--- src/verilog/pin_mux_map.svh ---
`ifndef PIN_MUX_MAP_SVH
`define PIN_MUX_MAP_SVH
`define PORTC_PUR_PHASE_A1_BIT 0
`define PORTC_PUR_PHASE_B1_BIT 1
`define PORTC_PUR_DECODER0_INDEX_PIN_BIT   6
`define PORTC_PUR_DECODER0_HOME_PIN_BIT    7
`define PORTE_PUR_SPI_PORT0_CLOCK_PIN_BIT    4
`define PORTE_PUR_TIMERC0_BIT  8
`define PORTE_PUR_TIMERC1_BIT  9
`define PAD_DECODER0_INDEX_PIN             0
`define PAD_DECODER0_HOME_PIN              1
`define PAD_SPI0_CLOCK         2
`define PAD_PHASE_A1           3
`define PAD_PHASE_B1           4
`define PAD_CAN_RX             5
`define PAD_CAN_TX             6
`define PAD_TIMERC0            7
`define PAD_TIMERC1            8
`define PAD_COUNT              9
`endif

--- src/verilog/pin_mux_pkg.sv ---
package pin_mux_pkg;
  // Per-pad control carried from mux to pad ring
  typedef struct packed {
    logic outEnable;
    logic outValue;
    logic pullupOn;
  } pad_ctrl_type;
  // Per-pin GPIO configuration
  typedef struct packed {
    logic gpioSelect;
    logic gpioDirOut;
    logic gpioData;
    logic openDrain;
  } gpio_cfg_type;
endpackage

--- src/verilog/multiplexed_pin_function_select.sv ---
// Function
// - After reset the index pad feeds decoder 0 index with pull-up on.
// - Port C pull-up bit 6 low removes the index pad pull-up.
// - After reset the home pad feeds decoder 0 home; port C bit 7 low drops its pull-up.
// - The SPI0 clock pad is an output as master and a clock input as slave.
// - The SPI0 clock pad defaults to SPI; port E bit 4 low drops its pull-up.
// - Phase A alternate select routes the phase A1 pad to SPI1 clock.
// - Phase B alternate select routes the phase B1 pad to SPI1 data out as master and to SPI1 data in as slave.
// - The master shows each data bit half a clock before the latching edge.
// - After reset phase A1 and B1 pads feed the decoder 1 phase inputs.
// - Port C bits 0 and 1 low drop pull-ups on phase A1 and B1 pads.
// - CAN receive pad has pull-up by default; the CAN disable bit removes it.
// - Open-drain pads drop pull-up while low and keep it when high if enabled.
// - Push-pull driving pads keep pull-up off at either level.
// - Timer C channel pads default to timer function, not GPIO.
// - Each GPIO-capable pad sets its own direction when in GPIO mode.
// - During reset the shared pads are inputs with pull-ups on.
`timescale 1ns/100ps
`include "pin_mux_map.svh"
module multiplexed_pin_function_select #(
  parameter int NPADS = `PAD_COUNT
) (
  input  wire logic                             clk,
  input  wire logic                             rst_b,
  input  wire logic [15:0]                      portCPullupEnable,
  input  wire logic [15:0]                      portEPullupEnable,
  input  wire logic                             canPullupDisable,
  input  wire logic                             phaseAAlternateSelect,
  input  wire logic                             phaseBAlternateSelect,
  input  wire pin_mux_pkg::gpio_cfg_type [NPADS-1:0] gpioCfg,
  input  wire logic                             spi0Master,
  input  wire logic                             spi0ClockOut,
  input  wire logic                             spi1Master,
  input  wire logic                             spi1ClockOut,
  input  wire logic                             spi1DataOut,
  input  wire logic                             canTxData,
  input  wire logic                             timerC0Out,
  input  wire logic                             timerC0OutEnable,
  input  wire logic                             timerC1Out,
  input  wire logic                             timerC1OutEnable,
  input  wire logic [NPADS-1:0]                 padIn,
  output pin_mux_pkg::pad_ctrl_type [NPADS-1:0] padCtrl,
  output logic [NPADS-1:0]                      gpioIn,
  output logic                                  decoder0Index,
  output logic                                  decoder0Home,
  output logic                                  decoder1PhaseA,
  output logic                                  decoder1PhaseB,
  output logic                                  spi0ClockIn,
  output logic                                  spi1ClockIn,
  output logic                                  spi1DataIn,
  output logic                                  canRxData,
  output logic                                  timerC0In,
  output logic                                  timerC1In
);

  logic              rstMeta;
  logic              rstSync;
  logic [NPADS-1:0]  padMeta;
  logic [NPADS-1:0]  padSync;
  logic [NPADS-1:0]  pullEnable;
  logic [NPADS-1:0]  periphOe;
  logic [NPADS-1:0]  periphOut;
  logic [NPADS-1:0]  periphOd;
  pin_mux_pkg::pad_ctrl_type [NPADS-1:0] next_padCtrl;

  // Reset released through two flops
  always_ff @(posedge clk or negedge rst_b)
  begin
    if (!rst_b)
    begin
      rstMeta <= 1'b0;
      rstSync <= 1'b0;
    end
    else
    begin
      rstMeta <= 1'b1;
      rstSync <= rstMeta;
    end
  end

  // Pad inputs are asynchronous to clk
  always_ff @(posedge clk or negedge rstSync)
  begin
    if (!rstSync)
    begin
      padMeta <= '0;
      padSync <= '0;
    end
    else
    begin
      padMeta <= padIn;
      padSync <= padMeta;
    end
  end

  // Software pull-up enables per pad
  always_comb
  begin
    pullEnable = '1;
    pullEnable[`PAD_DECODER0_INDEX_PIN]   = portCPullupEnable[`PORTC_PUR_DECODER0_INDEX_PIN_BIT];
    pullEnable[`PAD_DECODER0_HOME_PIN]    = portCPullupEnable[`PORTC_PUR_DECODER0_HOME_PIN_BIT];
    pullEnable[`PAD_SPI0_CLOCK] = portEPullupEnable[`PORTE_PUR_SPI_PORT0_CLOCK_PIN_BIT];
    pullEnable[`PAD_PHASE_A1] = portCPullupEnable[`PORTC_PUR_PHASE_A1_BIT];
    pullEnable[`PAD_PHASE_B1] = portCPullupEnable[`PORTC_PUR_PHASE_B1_BIT];
    pullEnable[`PAD_CAN_RX]   = !canPullupDisable;
    pullEnable[`PAD_CAN_TX]   = !canPullupDisable;
    pullEnable[`PAD_TIMERC0]  = portEPullupEnable[`PORTE_PUR_TIMERC0_BIT];
    pullEnable[`PAD_TIMERC1]  = portEPullupEnable[`PORTE_PUR_TIMERC1_BIT];
  end

  // Peripheral drive when the pad is not in GPIO mode
  always_comb
  begin
    periphOe  = '0;
    periphOut = '0;
    periphOd  = '0;
    periphOe[`PAD_SPI0_CLOCK]  = spi0Master;
    periphOut[`PAD_SPI0_CLOCK] = spi0ClockOut;
    periphOe[`PAD_PHASE_A1]  = phaseAAlternateSelect & spi1Master;
    periphOut[`PAD_PHASE_A1] = spi1ClockOut;
    // SPI1 master changes data out half a clock ahead of the latch edge
    periphOe[`PAD_PHASE_B1]  = phaseBAlternateSelect & spi1Master;
    periphOut[`PAD_PHASE_B1] = spi1DataOut;
    periphOe[`PAD_CAN_TX]  = 1'b1;
    periphOut[`PAD_CAN_TX] = canTxData;
    periphOd[`PAD_CAN_TX]  = 1'b1;
    periphOe[`PAD_TIMERC0]  = timerC0OutEnable;
    periphOut[`PAD_TIMERC0] = timerC0Out;
    periphOe[`PAD_TIMERC1]  = timerC1OutEnable;
    periphOut[`PAD_TIMERC1] = timerC1Out;
  end

  // Final pad control: GPIO overrides, then drive-mode pull-up policy
  always_comb
  begin
    logic oe;
    logic val;
    logic od;
    oe  = 1'b0;
    val = 1'b0;
    od  = 1'b0;
    for (int i = 0; i < NPADS; i++)
    begin
      if (gpioCfg[i].gpioSelect && i != `PAD_CAN_RX && i != `PAD_CAN_TX)
      begin
        oe  = gpioCfg[i].gpioDirOut;
        val = gpioCfg[i].gpioData;
        od  = gpioCfg[i].openDrain;
      end
      else
      begin
        oe  = periphOe[i];
        val = periphOut[i];
        od  = periphOd[i];
      end
      if (oe && od)
      begin
        // Open drain: actively drive only the low level
        next_padCtrl[i].outEnable = !val;
        next_padCtrl[i].outValue  = 1'b0;
        next_padCtrl[i].pullupOn  = val & pullEnable[i];
      end
      else
      begin
        next_padCtrl[i].outEnable = oe;
        next_padCtrl[i].outValue  = val;
        next_padCtrl[i].pullupOn  = !oe & pullEnable[i];
      end
    end
  end

  // Pad control register; reset leaves inputs with pull-ups
  always_ff @(posedge clk or negedge rstSync)
  begin
    if (!rstSync)
    begin
      for (int i = 0; i < NPADS; i++)
      begin
        padCtrl[i].outEnable <= 1'b0;
        padCtrl[i].outValue  <= 1'b0;
        padCtrl[i].pullupOn  <= 1'b1;
      end
    end
    else
    begin
      padCtrl <= next_padCtrl;
    end
  end

  // Peripheral inputs; a pad in GPIO mode feeds the peripheral idle high
  always_ff @(posedge clk or negedge rstSync)
  begin
    if (!rstSync)
    begin
      gpioIn         <= '0;
      decoder0Index  <= 1'b1;
      decoder0Home   <= 1'b1;
      decoder1PhaseA <= 1'b1;
      decoder1PhaseB <= 1'b1;
      spi0ClockIn    <= 1'b1;
      spi1ClockIn    <= 1'b1;
      spi1DataIn     <= 1'b1;
      canRxData      <= 1'b1;
      timerC0In      <= 1'b1;
      timerC1In      <= 1'b1;
    end
    else
    begin
      gpioIn <= padSync;
      decoder0Index <= gpioCfg[`PAD_DECODER0_INDEX_PIN].gpioSelect
                       | padSync[`PAD_DECODER0_INDEX_PIN];
      decoder0Home <= gpioCfg[`PAD_DECODER0_HOME_PIN].gpioSelect
                      | padSync[`PAD_DECODER0_HOME_PIN];
      spi0ClockIn <= gpioCfg[`PAD_SPI0_CLOCK].gpioSelect | spi0Master
                     | padSync[`PAD_SPI0_CLOCK];
      decoder1PhaseA <= gpioCfg[`PAD_PHASE_A1].gpioSelect
                        | phaseAAlternateSelect
                        | padSync[`PAD_PHASE_A1];
      decoder1PhaseB <= gpioCfg[`PAD_PHASE_B1].gpioSelect
                        | phaseBAlternateSelect
                        | padSync[`PAD_PHASE_B1];
      spi1ClockIn <= !phaseAAlternateSelect | spi1Master
                     | gpioCfg[`PAD_PHASE_A1].gpioSelect
                     | padSync[`PAD_PHASE_A1];
      spi1DataIn <= !phaseBAlternateSelect | spi1Master
                    | gpioCfg[`PAD_PHASE_B1].gpioSelect
                    | padSync[`PAD_PHASE_B1];
      canRxData <= padSync[`PAD_CAN_RX];
      timerC0In <= gpioCfg[`PAD_TIMERC0].gpioSelect
                   | padSync[`PAD_TIMERC0];
      timerC1In <= gpioCfg[`PAD_TIMERC1].gpioSelect
                   | padSync[`PAD_TIMERC1];
    end
  end

  // Checks
  property p_reset_pullups;
    @(posedge clk) !rstSync |=> padCtrl[`PAD_DECODER0_INDEX_PIN].pullupOn
      && !padCtrl[`PAD_DECODER0_INDEX_PIN].outEnable;
  endproperty
  a_reset_pullups: assert property (p_reset_pullups)
    else $error("pad not input with pull-up in reset");

  property p_index_pull;
    @(posedge clk) disable iff (!rstSync)
    !portCPullupEnable[`PORTC_PUR_DECODER0_INDEX_PIN_BIT] |=>
      !padCtrl[`PAD_DECODER0_INDEX_PIN].pullupOn;
  endproperty
  a_index_pull: assert property (p_index_pull)
    else $error("index pull-up not removed");

  property p_home_pull;
    @(posedge clk) disable iff (!rstSync)
    !portCPullupEnable[`PORTC_PUR_DECODER0_HOME_PIN_BIT] |=>
      !padCtrl[`PAD_DECODER0_HOME_PIN].pullupOn;
  endproperty
  a_home_pull: assert property (p_home_pull)
    else $error("home pull-up not removed");

  property p_spi0_master;
    @(posedge clk) disable iff (!rstSync)
    spi0Master && !gpioCfg[`PAD_SPI0_CLOCK].gpioSelect |=>
      padCtrl[`PAD_SPI0_CLOCK].outEnable
      && padCtrl[`PAD_SPI0_CLOCK].outValue == $past(spi0ClockOut);
  endproperty
  a_spi0_master: assert property (p_spi0_master)
    else $error("spi0 clock not driven as master");

  property p_phase_a_alt;
    @(posedge clk) disable iff (!rstSync)
    phaseAAlternateSelect && spi1Master
      && !gpioCfg[`PAD_PHASE_A1].gpioSelect |=>
      padCtrl[`PAD_PHASE_A1].outEnable;
  endproperty
  a_phase_a_alt: assert property (p_phase_a_alt)
    else $error("phase A1 pad not routed to spi1 clock");

  property p_can_pull;
    @(posedge clk) disable iff (!rstSync)
    canPullupDisable |=> !padCtrl[`PAD_CAN_RX].pullupOn;
  endproperty
  a_can_pull: assert property (p_can_pull)
    else $error("can receive pull-up not disabled");

  property p_open_drain_low;
    @(posedge clk) disable iff (!rstSync)
    !canTxData && !gpioCfg[`PAD_CAN_TX].gpioSelect |=>
      padCtrl[`PAD_CAN_TX].outEnable && !padCtrl[`PAD_CAN_TX].pullupOn;
  endproperty
  a_open_drain_low: assert property (p_open_drain_low)
    else $error("open drain low with pull-up");

  property p_push_pull;
    @(posedge clk) disable iff (!rstSync)
    padCtrl[`PAD_TIMERC0].outEnable |-> !padCtrl[`PAD_TIMERC0].pullupOn;
  endproperty
  a_push_pull: assert property (p_push_pull)
    else $error("push-pull pad with pull-up on");

  property p_gpio_override;
    @(posedge clk) disable iff (!rstSync)
    gpioCfg[`PAD_DECODER0_INDEX_PIN].gpioSelect && gpioCfg[`PAD_DECODER0_INDEX_PIN].gpioDirOut
      && !gpioCfg[`PAD_DECODER0_INDEX_PIN].openDrain |=>
      padCtrl[`PAD_DECODER0_INDEX_PIN].outEnable
      && padCtrl[`PAD_DECODER0_INDEX_PIN].outValue == $past(gpioCfg[`PAD_DECODER0_INDEX_PIN].gpioData);
  endproperty
  a_gpio_override: assert property (p_gpio_override)
    else $error("gpio did not take the pad");

  c_spi1_route: cover property (@(posedge clk) phaseAAlternateSelect
    && spi1Master ##1 padCtrl[`PAD_PHASE_A1].outEnable);
  c_can_low: cover property (@(posedge clk) padCtrl[`PAD_CAN_TX].outEnable);
  c_gpio_out: cover property (@(posedge clk)
    padCtrl[`PAD_DECODER0_HOME_PIN].outEnable);
endmodule

--- config.mk ---
export PLATFORM = sky130hd
export DESIGN_NAME = multiplexed_pin_function_select
export DESIGN_NICKNAME = d
export VERILOG_FILES = /design/src/verilog/pin_mux_pkg.sv /design/src/verilog/multiplexed_pin_function_select.sv
export VERILOG_INCLUDE_DIRS = /design/src /design/src/verilog
export SDC_FILE = /design/constraint.sdc
export NUM_CORES = 1
export LEC_CHECK = 0
export BUFFER_PORTS_ARGS = -buffer_cell sky130_fd_sc_hd__buf_2
export CAP_MARGIN = 20
export CORE_ASPECT_RATIO = 1.2
export CORE_UTILIZATION = 36
export CTS_CLUSTER_DIAMETER = 100
export DETAILED_ROUTE_END_ITERATION = 12
export PLACE_DENSITY = 0.74
export SETUP_SLACK_MARGIN = 0.5
export SYNTH_ARGS = -nofsm -noshare
export SYNTH_HDL_FRONTEND = slang
export SYNTH_SLANG_ARGS = --single-unit
--- constraint.sdc ---
create_clock -name clk -period 2.1 [get_ports clk]
set_clock_uncertainty 0.15 [all_clocks]
set_input_delay 0.21 -clock clk [delete_from_list [all_inputs] [get_ports clk]]
set_output_delay 0.21 -clock clk [all_outputs]
set_load 0.05 [all_outputs]
==> summary.txt, run 1 <==
Critical path
  • CP top delay family: buffers and inverters
  • Delay of the slowest critical-path stage: about 0.6 ns
  • Crit-path max FO: 1
  • Worst EP required: 2.20 ns
  • Worst Setup Start Kind: input port
  • CP max-delay cell: dlygate4sd3_1
  • Crit-path most repeated cell: dlygate4sd3_1
  • Buf/Inv on CP: 4
  • Worst setup path category: in2reg
  • Cell Chain, Critical Path: dlygate4sd3_1 > buf_2 > inv_1 > a311oi_2 > dlygate4sd3_1
  • CP Capture Type: flop
  • Critical Path AT: 1.65 ns

Route
  • Final WL: roughly 4400 um
  • Drt initial violations: 47
  • Vias: about 1600
  • DR vias/cell: approximately 4.4
  • Drt drc: 0
  • Drt pass-1 iters: 4
  • Final ANT Viol Nets: 0
  • Drt wl/cell: 12.58 um

Floorplan
  • I/O pin count: about 140
  • Initial Util: 0.3777
  • Rows: 29
  • Die height: roughly 84 um
  • DIE AREA: 5900 sq um
  • Chip Width: 70.29 um
  • Core area: ~5300 sq um

Global route
  • First-pass GRT wire length: ~7300 um
  • Maximum number of pins on one net before global-route repair: 43
  • Vias in the first global route: approximately 1700
  • Grt ovf: 0
  • Tot GR Track Use: 0.1632
  • Initial antenna violation count: 0

Yosys
  • Ys async rst share: 1.000
  • Post-Syn Area: between 2000 and 2500 sq um
  • Post-synth top area cell: dfrtp_1
  • Top cells by area, synth: dfrtp_1, dfstp_2, mux2_2
  • Most common cell in the synthesized netlist: dfrtp_1
  • Netlist cell types: 22
  • Post-synthesis sequential area ratio: 0.7944
  • Commonest cells in the netlist: dfrtp_1, dfstp_2, nand2_1
  • Prevailing post-synth register cell: dfrtp_1
  • Synth top area share: 0.5466
  • Post-synth EDFFs: 0
  • Number of synthesized register bits: 63
  • Syn_area_per_cell: approximately 16 sq um
  • Synth warn: 0
  • Mapped Cells: ~130

Clock network
  • CTS buffer count: 9
  • CTS tree: done
  • Max clock buf depth: 2
  • Clk sink count: 63
  • Clock Latency Late Sink: 0.31 ns
  • H-tree lvl count: 3
  • Clock Pin Slew Worst Setup and Hold Paths: approximately 0.07 ns
  • Root buffer cell: clkbuf_8

STA
  • Achievable Freq: around 0.65 GHz
  • Setup TNS: 0 ns
  • Hold_ws: between 0.02 and 0.025 ns
  • Max-slew violations: 0
  • Hold Violations, Final: 0
  • Minimum clock period: roughly 1.6 ns
  • Period utilisation layout: 0.7382
  • RSZ-0062 raised after global routing: false
  • Setup violations, final: 0
  • Fin worst setup slack: ~0.55 ns

Final layout
  • Area grow syn2layout: 60.06%
  • Layout cells sized above 1: 0.5296
  • Fill count: approximately 430
  • Post-Route Utilization: 0.6045
  • Reg area: approximately 1600 sq um
  • Antenna diodes: 0
  • Nets: between 300 and 400
  • Area of the multi-input gates: 385.4 sq um

Placed design
  • GP Congestion: about 0.74
  • Buffers on Ports: 101
  • Placement Setup Slack: 0.9759 ns
  • DP HPWL: about 2800 um

Pwr
  • PD cells: approximately 830 nW/um^2
  • Leakage: between 0.0015 and 0.002 uW
  • Maximum vdd ir drop: 484.2 uV

Run status
  • Status: complete, no violations

Run
  • Max-Cap Viols: 0

Hold path
  • Hold WC Path Type: in2reg
## through the flow
stage	instance area (sq um)	power (uW)	instances
2_1_floorplan	2023	1597	129
3_3_place_gp	2604	1717	290
3_5_place_dp	2604	1726	290
4_1_cts	3212	2710	349
5_1_grt	3224	2815	349
6_report	3224	2684	349
## cells by family (layout without fill, tap and decap cells)
logic type	count (synthesis)	in the layout	share of synthesized area
buf+inv	10	168	0.02423
simple gates	28	28	0.07639
mux	5	5	0.02795
compound gates	19	19	0.07330
other cells	2	4	0.003728
flops	63	63	0.7944
## layout make-up
type                       count  share of cell area
timing repair buffer         145              0.2965
clock buffer                  14             0.05045
sequential                    63              0.4967
clock inverter                 2            0.004657
multi-input combinational     56              0.1195
inverter                       7            0.008149
tap                           62             0.02406
## power by group
part | switching [uW] | leakage (uW) | internal (uW) | total, uW
Clock | 417 | 0.0000829 | 495 | 912
Sequential | 25.3 | 0.000723 | 1300 | 1320
Combinational | 287 | 0.000778 | 163 | 450
## sequential cells by signal, indices dropped and copies added (netlist names), 9 cells and up
name,count
gpioIn,9
padMeta,9
padCtrl,24
padSync,9
## worst paths after layout
check,startpoint,endpoint,slack [ns],cells past startpoint
max,portEPullupEnable[8],padCtrl[21],0.55,5
min,gpioCfg[10],padCtrl[8],0.02,2
max reg2reg,padSync[3],spi1ClockIn,1.03,1
min reg2reg,rstSync,gpioIn[5],0.06,0
max in group asynchronous,rstSync,padCtrl[3],1.11,1
min in group asynchronous,rst_b,rstMeta,0.06,2
## per-layer routing
| layer | routed length, um | vias up | track usage | part of all wire |
|---|---|---|---|---|
| li1 | - | 735 | - | - |
| met1 | 1474 | 735 | 0.1559 | 0.34 |
| met2 | 2572 | 68 | 0.3074 | 0.59 |
| met3 | 190 | 13 | 0.02899 | 0.043 |
| met4 | 154 | 0 | 0.1109 | 0.035 |
| met5 | 0 | - | 0 | 0 |
## layout by cell type (no fill, tap or decap)
master | netlist | layout
or2_2 | 4 | 4
buf_2 | 0 | 101
clkbuf_8 | 0 | 11
dfrtp_1 | 44 | 43
a21oi_1 | 2 | 2
conb_1 | 2 | 4
nor2b_1 | 3 | 3
nand2_1 | 11 | 11
dfstp_2 | 19 | 19
a31o_2 | 3 | 3
or4b_1 | 2 | 2
clkbuf_1 | 0 | 3
inv_1 | 7 | 7
and3_1 | 2 | 2
or3_2 | 1 | 1
o221a_2 | 2 | 2
a311oi_1 | 3 | 1
dlygate4sd3_1 | 0 | 43
dfrtp_2 | 0 | 1
mux2_2 | 5 | 5
o22ai_1 | 2 | 2
buf_12 | 0 | 1
or3_1 | 2 | 2
nor2_1 | 1 | 1
a21boi_0 | 5 | 5
a311oi_2 | 0 | 2
clkinvlp_4 | 0 | 2
a31oi_1 | 2 | 2
and2_1 | 2 | 2
## repair_timing
action,in CTS,in global routing
hold buffers,43,0
gates resized for setup,0,2
setup endpoints to repair,0,2
setup buffers,0,0
hold endpoints to repair,39,0
Note: power is estimated with default switching activity, not from simulation.
==> inputs of run 2 (changes only) <==
clock period = 1.4 ns   (was 2.1 ns; I/O delays follow)
==> run 2 against run 1 <==
The flow now finishes with violations (hold timing). Critical path depth fell by 4. Routed wire length up 6.5%. Global-route usage increased by 0.57 points. Combinational power is 72% higher. Sequential share of layout area down 3.1 points. Flip-flop and latch count is the same. Via count fell by 1.1%. Non-clock buffer count down 17. Die area unchanged. Clock power increased by 64%. Setup slack got worse by 0.46 ns. Largest cell class unchanged.
==> summary.txt, run 2 (same netlist as run 1, synthesis figures left out) <==
Final layout
  • Area grow syn2layout: 70.99%
  • Layout cells sized above 1: 0.5852
  • Fin cells: about 330
  • Final Instance Area: about 3400 sq um
  • Most common cell after layout, fill and taps aside: buf_2
  • Max reg flops: 24
  • Nets: 357
  • Largest reg by FF count: padCtrl
  • Antenna diodes: 0
  • Commonest cells after routing, fill and taps aside: buf_2, dfrtp_1, buf_6

Clock network
  • Max clock buf depth: 2
  • CTS buffer count: 9
  • Clock Latency Late Sink: around 0.32 ns
  • H-tree lvl count: 3
  • Clk sink count: between 60 and 70
  • CTS tree: done
  • Root buffer cell: clkbuf_8
  • Clock Pin Slew Worst Setup and Hold Paths: 0.07 ns

Run status
  • Failing checks: hold timing
  • Status: complete, but fails checks

Global route
  • Initial antenna violation count: 0
  • Maximum number of pins on one net before global-route repair: 20
  • First-pass GRT wire length: roughly 7400 um
  • Tot GR Track Use: 0.1689
  • Grt ovf: 0
  • Vias in the first global route: approximately 1600

Critical path
  • Worst EP required: 1.11 ns
  • Cell Chain, Critical Path: buf_8
  • Delay of the slowest critical-path stage: 0.55 ns
  • Worst Setup Start Kind: flop
  • CP max-delay cell: dfstp_2
  • CP Capture Type: output port
  • Worst setup path category: reg2out
  • Crit-path max FO: 1
  • Buf/Inv on CP: 1
  • CP top delay family: flip-flops
  • Critical Path AT: ~1 ns

STA
  • RSZ-0062 raised after global routing: true
  • Achievable Freq: 0.7655 GHz
  • Hold_ws: -0.1514 ns
  • Fin worst setup slack: around 0.094 ns
  • Minimum clock period: ~1.3 ns
  • Setup violations, final: 0
  • Max-slew violations: 0
  • Hold Violations, Final: 30
  • Setup TNS: 0 ns
  • Period utilisation layout: 0.9331

Placed design
  • Placed instance count: 292
  • GP Congestion: about 0.8
  • Cell Area, Placed: approximately 2600 sq um
  • DP HPWL: between 2000 and 3000 um
  • Buffers on Ports: between 100 and 150
  • Placement Setup Slack: approximately 0.32 ns

Floorplan
  • Die height: around 84 um
  • Initial Util: 0.3777
  • DIE AREA: roughly 5900 sq um
  • Chip Width: 70.29 um
  • Core area: approximately 5300 sq um
  • Rows: 29
  • I/O pin count: roughly 140

Pwr
  • Maximum vdd ir drop: ~760 uV
  • Clk network pwr share: 0.351
  • Seq pwr share: 0.469
  • Leakage: about 0.0017 uW
  • Switch Pwr: between 1000 and 1500 uW
  • Sw frac: 0.2640
  • Internal power: about 3200 uW
  • PD cells: roughly 1200 nW/um^2
  • Logic gate share of total power: 0.180

Route
  • Drt drc: 0
  • Vias: ~1500
  • Drt initial violations: 32
  • Final WL: between 4000 and 5000 um
  • DR vias/cell: ~4.6
  • Drt pass-1 iters: 4
  • Drt wl/cell: about 14 um
  • Final ANT Viol Nets: 0

Run
  • Max-Cap Viols: 0

Hold path
  • Hold WC Path Type: in2reg
run 2: worst paths after layout:
path | slack [ns] | endpoint | start | cells past startpoint
max reg2reg | 0.33 | spi1DataIn | padSync[4] | 1
min reg2reg | 0.03 | gpioIn[6] | rstSync | 0
max in group asynchronous | 0.61 | padCtrl[24] | rstSync | 1
min | -0.15 | padCtrl[6] | portEPullupEnable[4] | 3
max | 0.09 | padCtrl[12] | padCtrl[12] | 1
min in group asynchronous | -0.02 | rstSync | rst_b | 2
run 2: power groups by stage:
stage	Sequential [uW]	Clock [uW]	Combinational [uW]
floorplan	2300	0	95.7
global placement	2010	0	574
detailed placement	2020	0	584
CTS	2010	1550	765
global route	2020	1630	811
finish	2010	1500	773
run 2: layout make-up:
class | count | area [sq um]
well taps | 62 | 77.57
clock inverters | 3 | 45.04
flip-flops and latches | 63 | 1604
clock buffers | 13 | 148.9
repair buffers | 128 | 1137
inverters | 7 | 26.28
multi-input cells | 56 | 405.4
fillers | 370 | 1889
run 2: per-stage QoR:
step	utilization	total power, uW	hold slack (ns)
after floorplan	-	2397	-0.3056
after global placement	0.4938	2588	-0.2233
after detailed placement	0.4938	2602	-0.2204
after CTS	0.6479	4319	-0.1708
after global routing	0.6458	4458	-0.1514
final	0.6458	4285	-0.1514
run 2: per-layer routing:
layer  wire, um  global-route usage  vias to the layer above  share of wire
met5          0                   0                        -              0
met1       1665              0.1737                      743           0.36
met2       2622              0.2978                       75           0.56
met3        246             0.04469                       13          0.053
met4        144              0.1073                        0          0.031
li1           -                   -                      703              -
run 2: what timing repair did:
item	4_1_cts	5_1_grt
hold buffers	28	2
resized for setup	103	13
gates cloned	0	0
buffers inserted	2	0
pin swaps	0	2
hold endpoints to repair	44	29
setup endpoints to repair	52	63
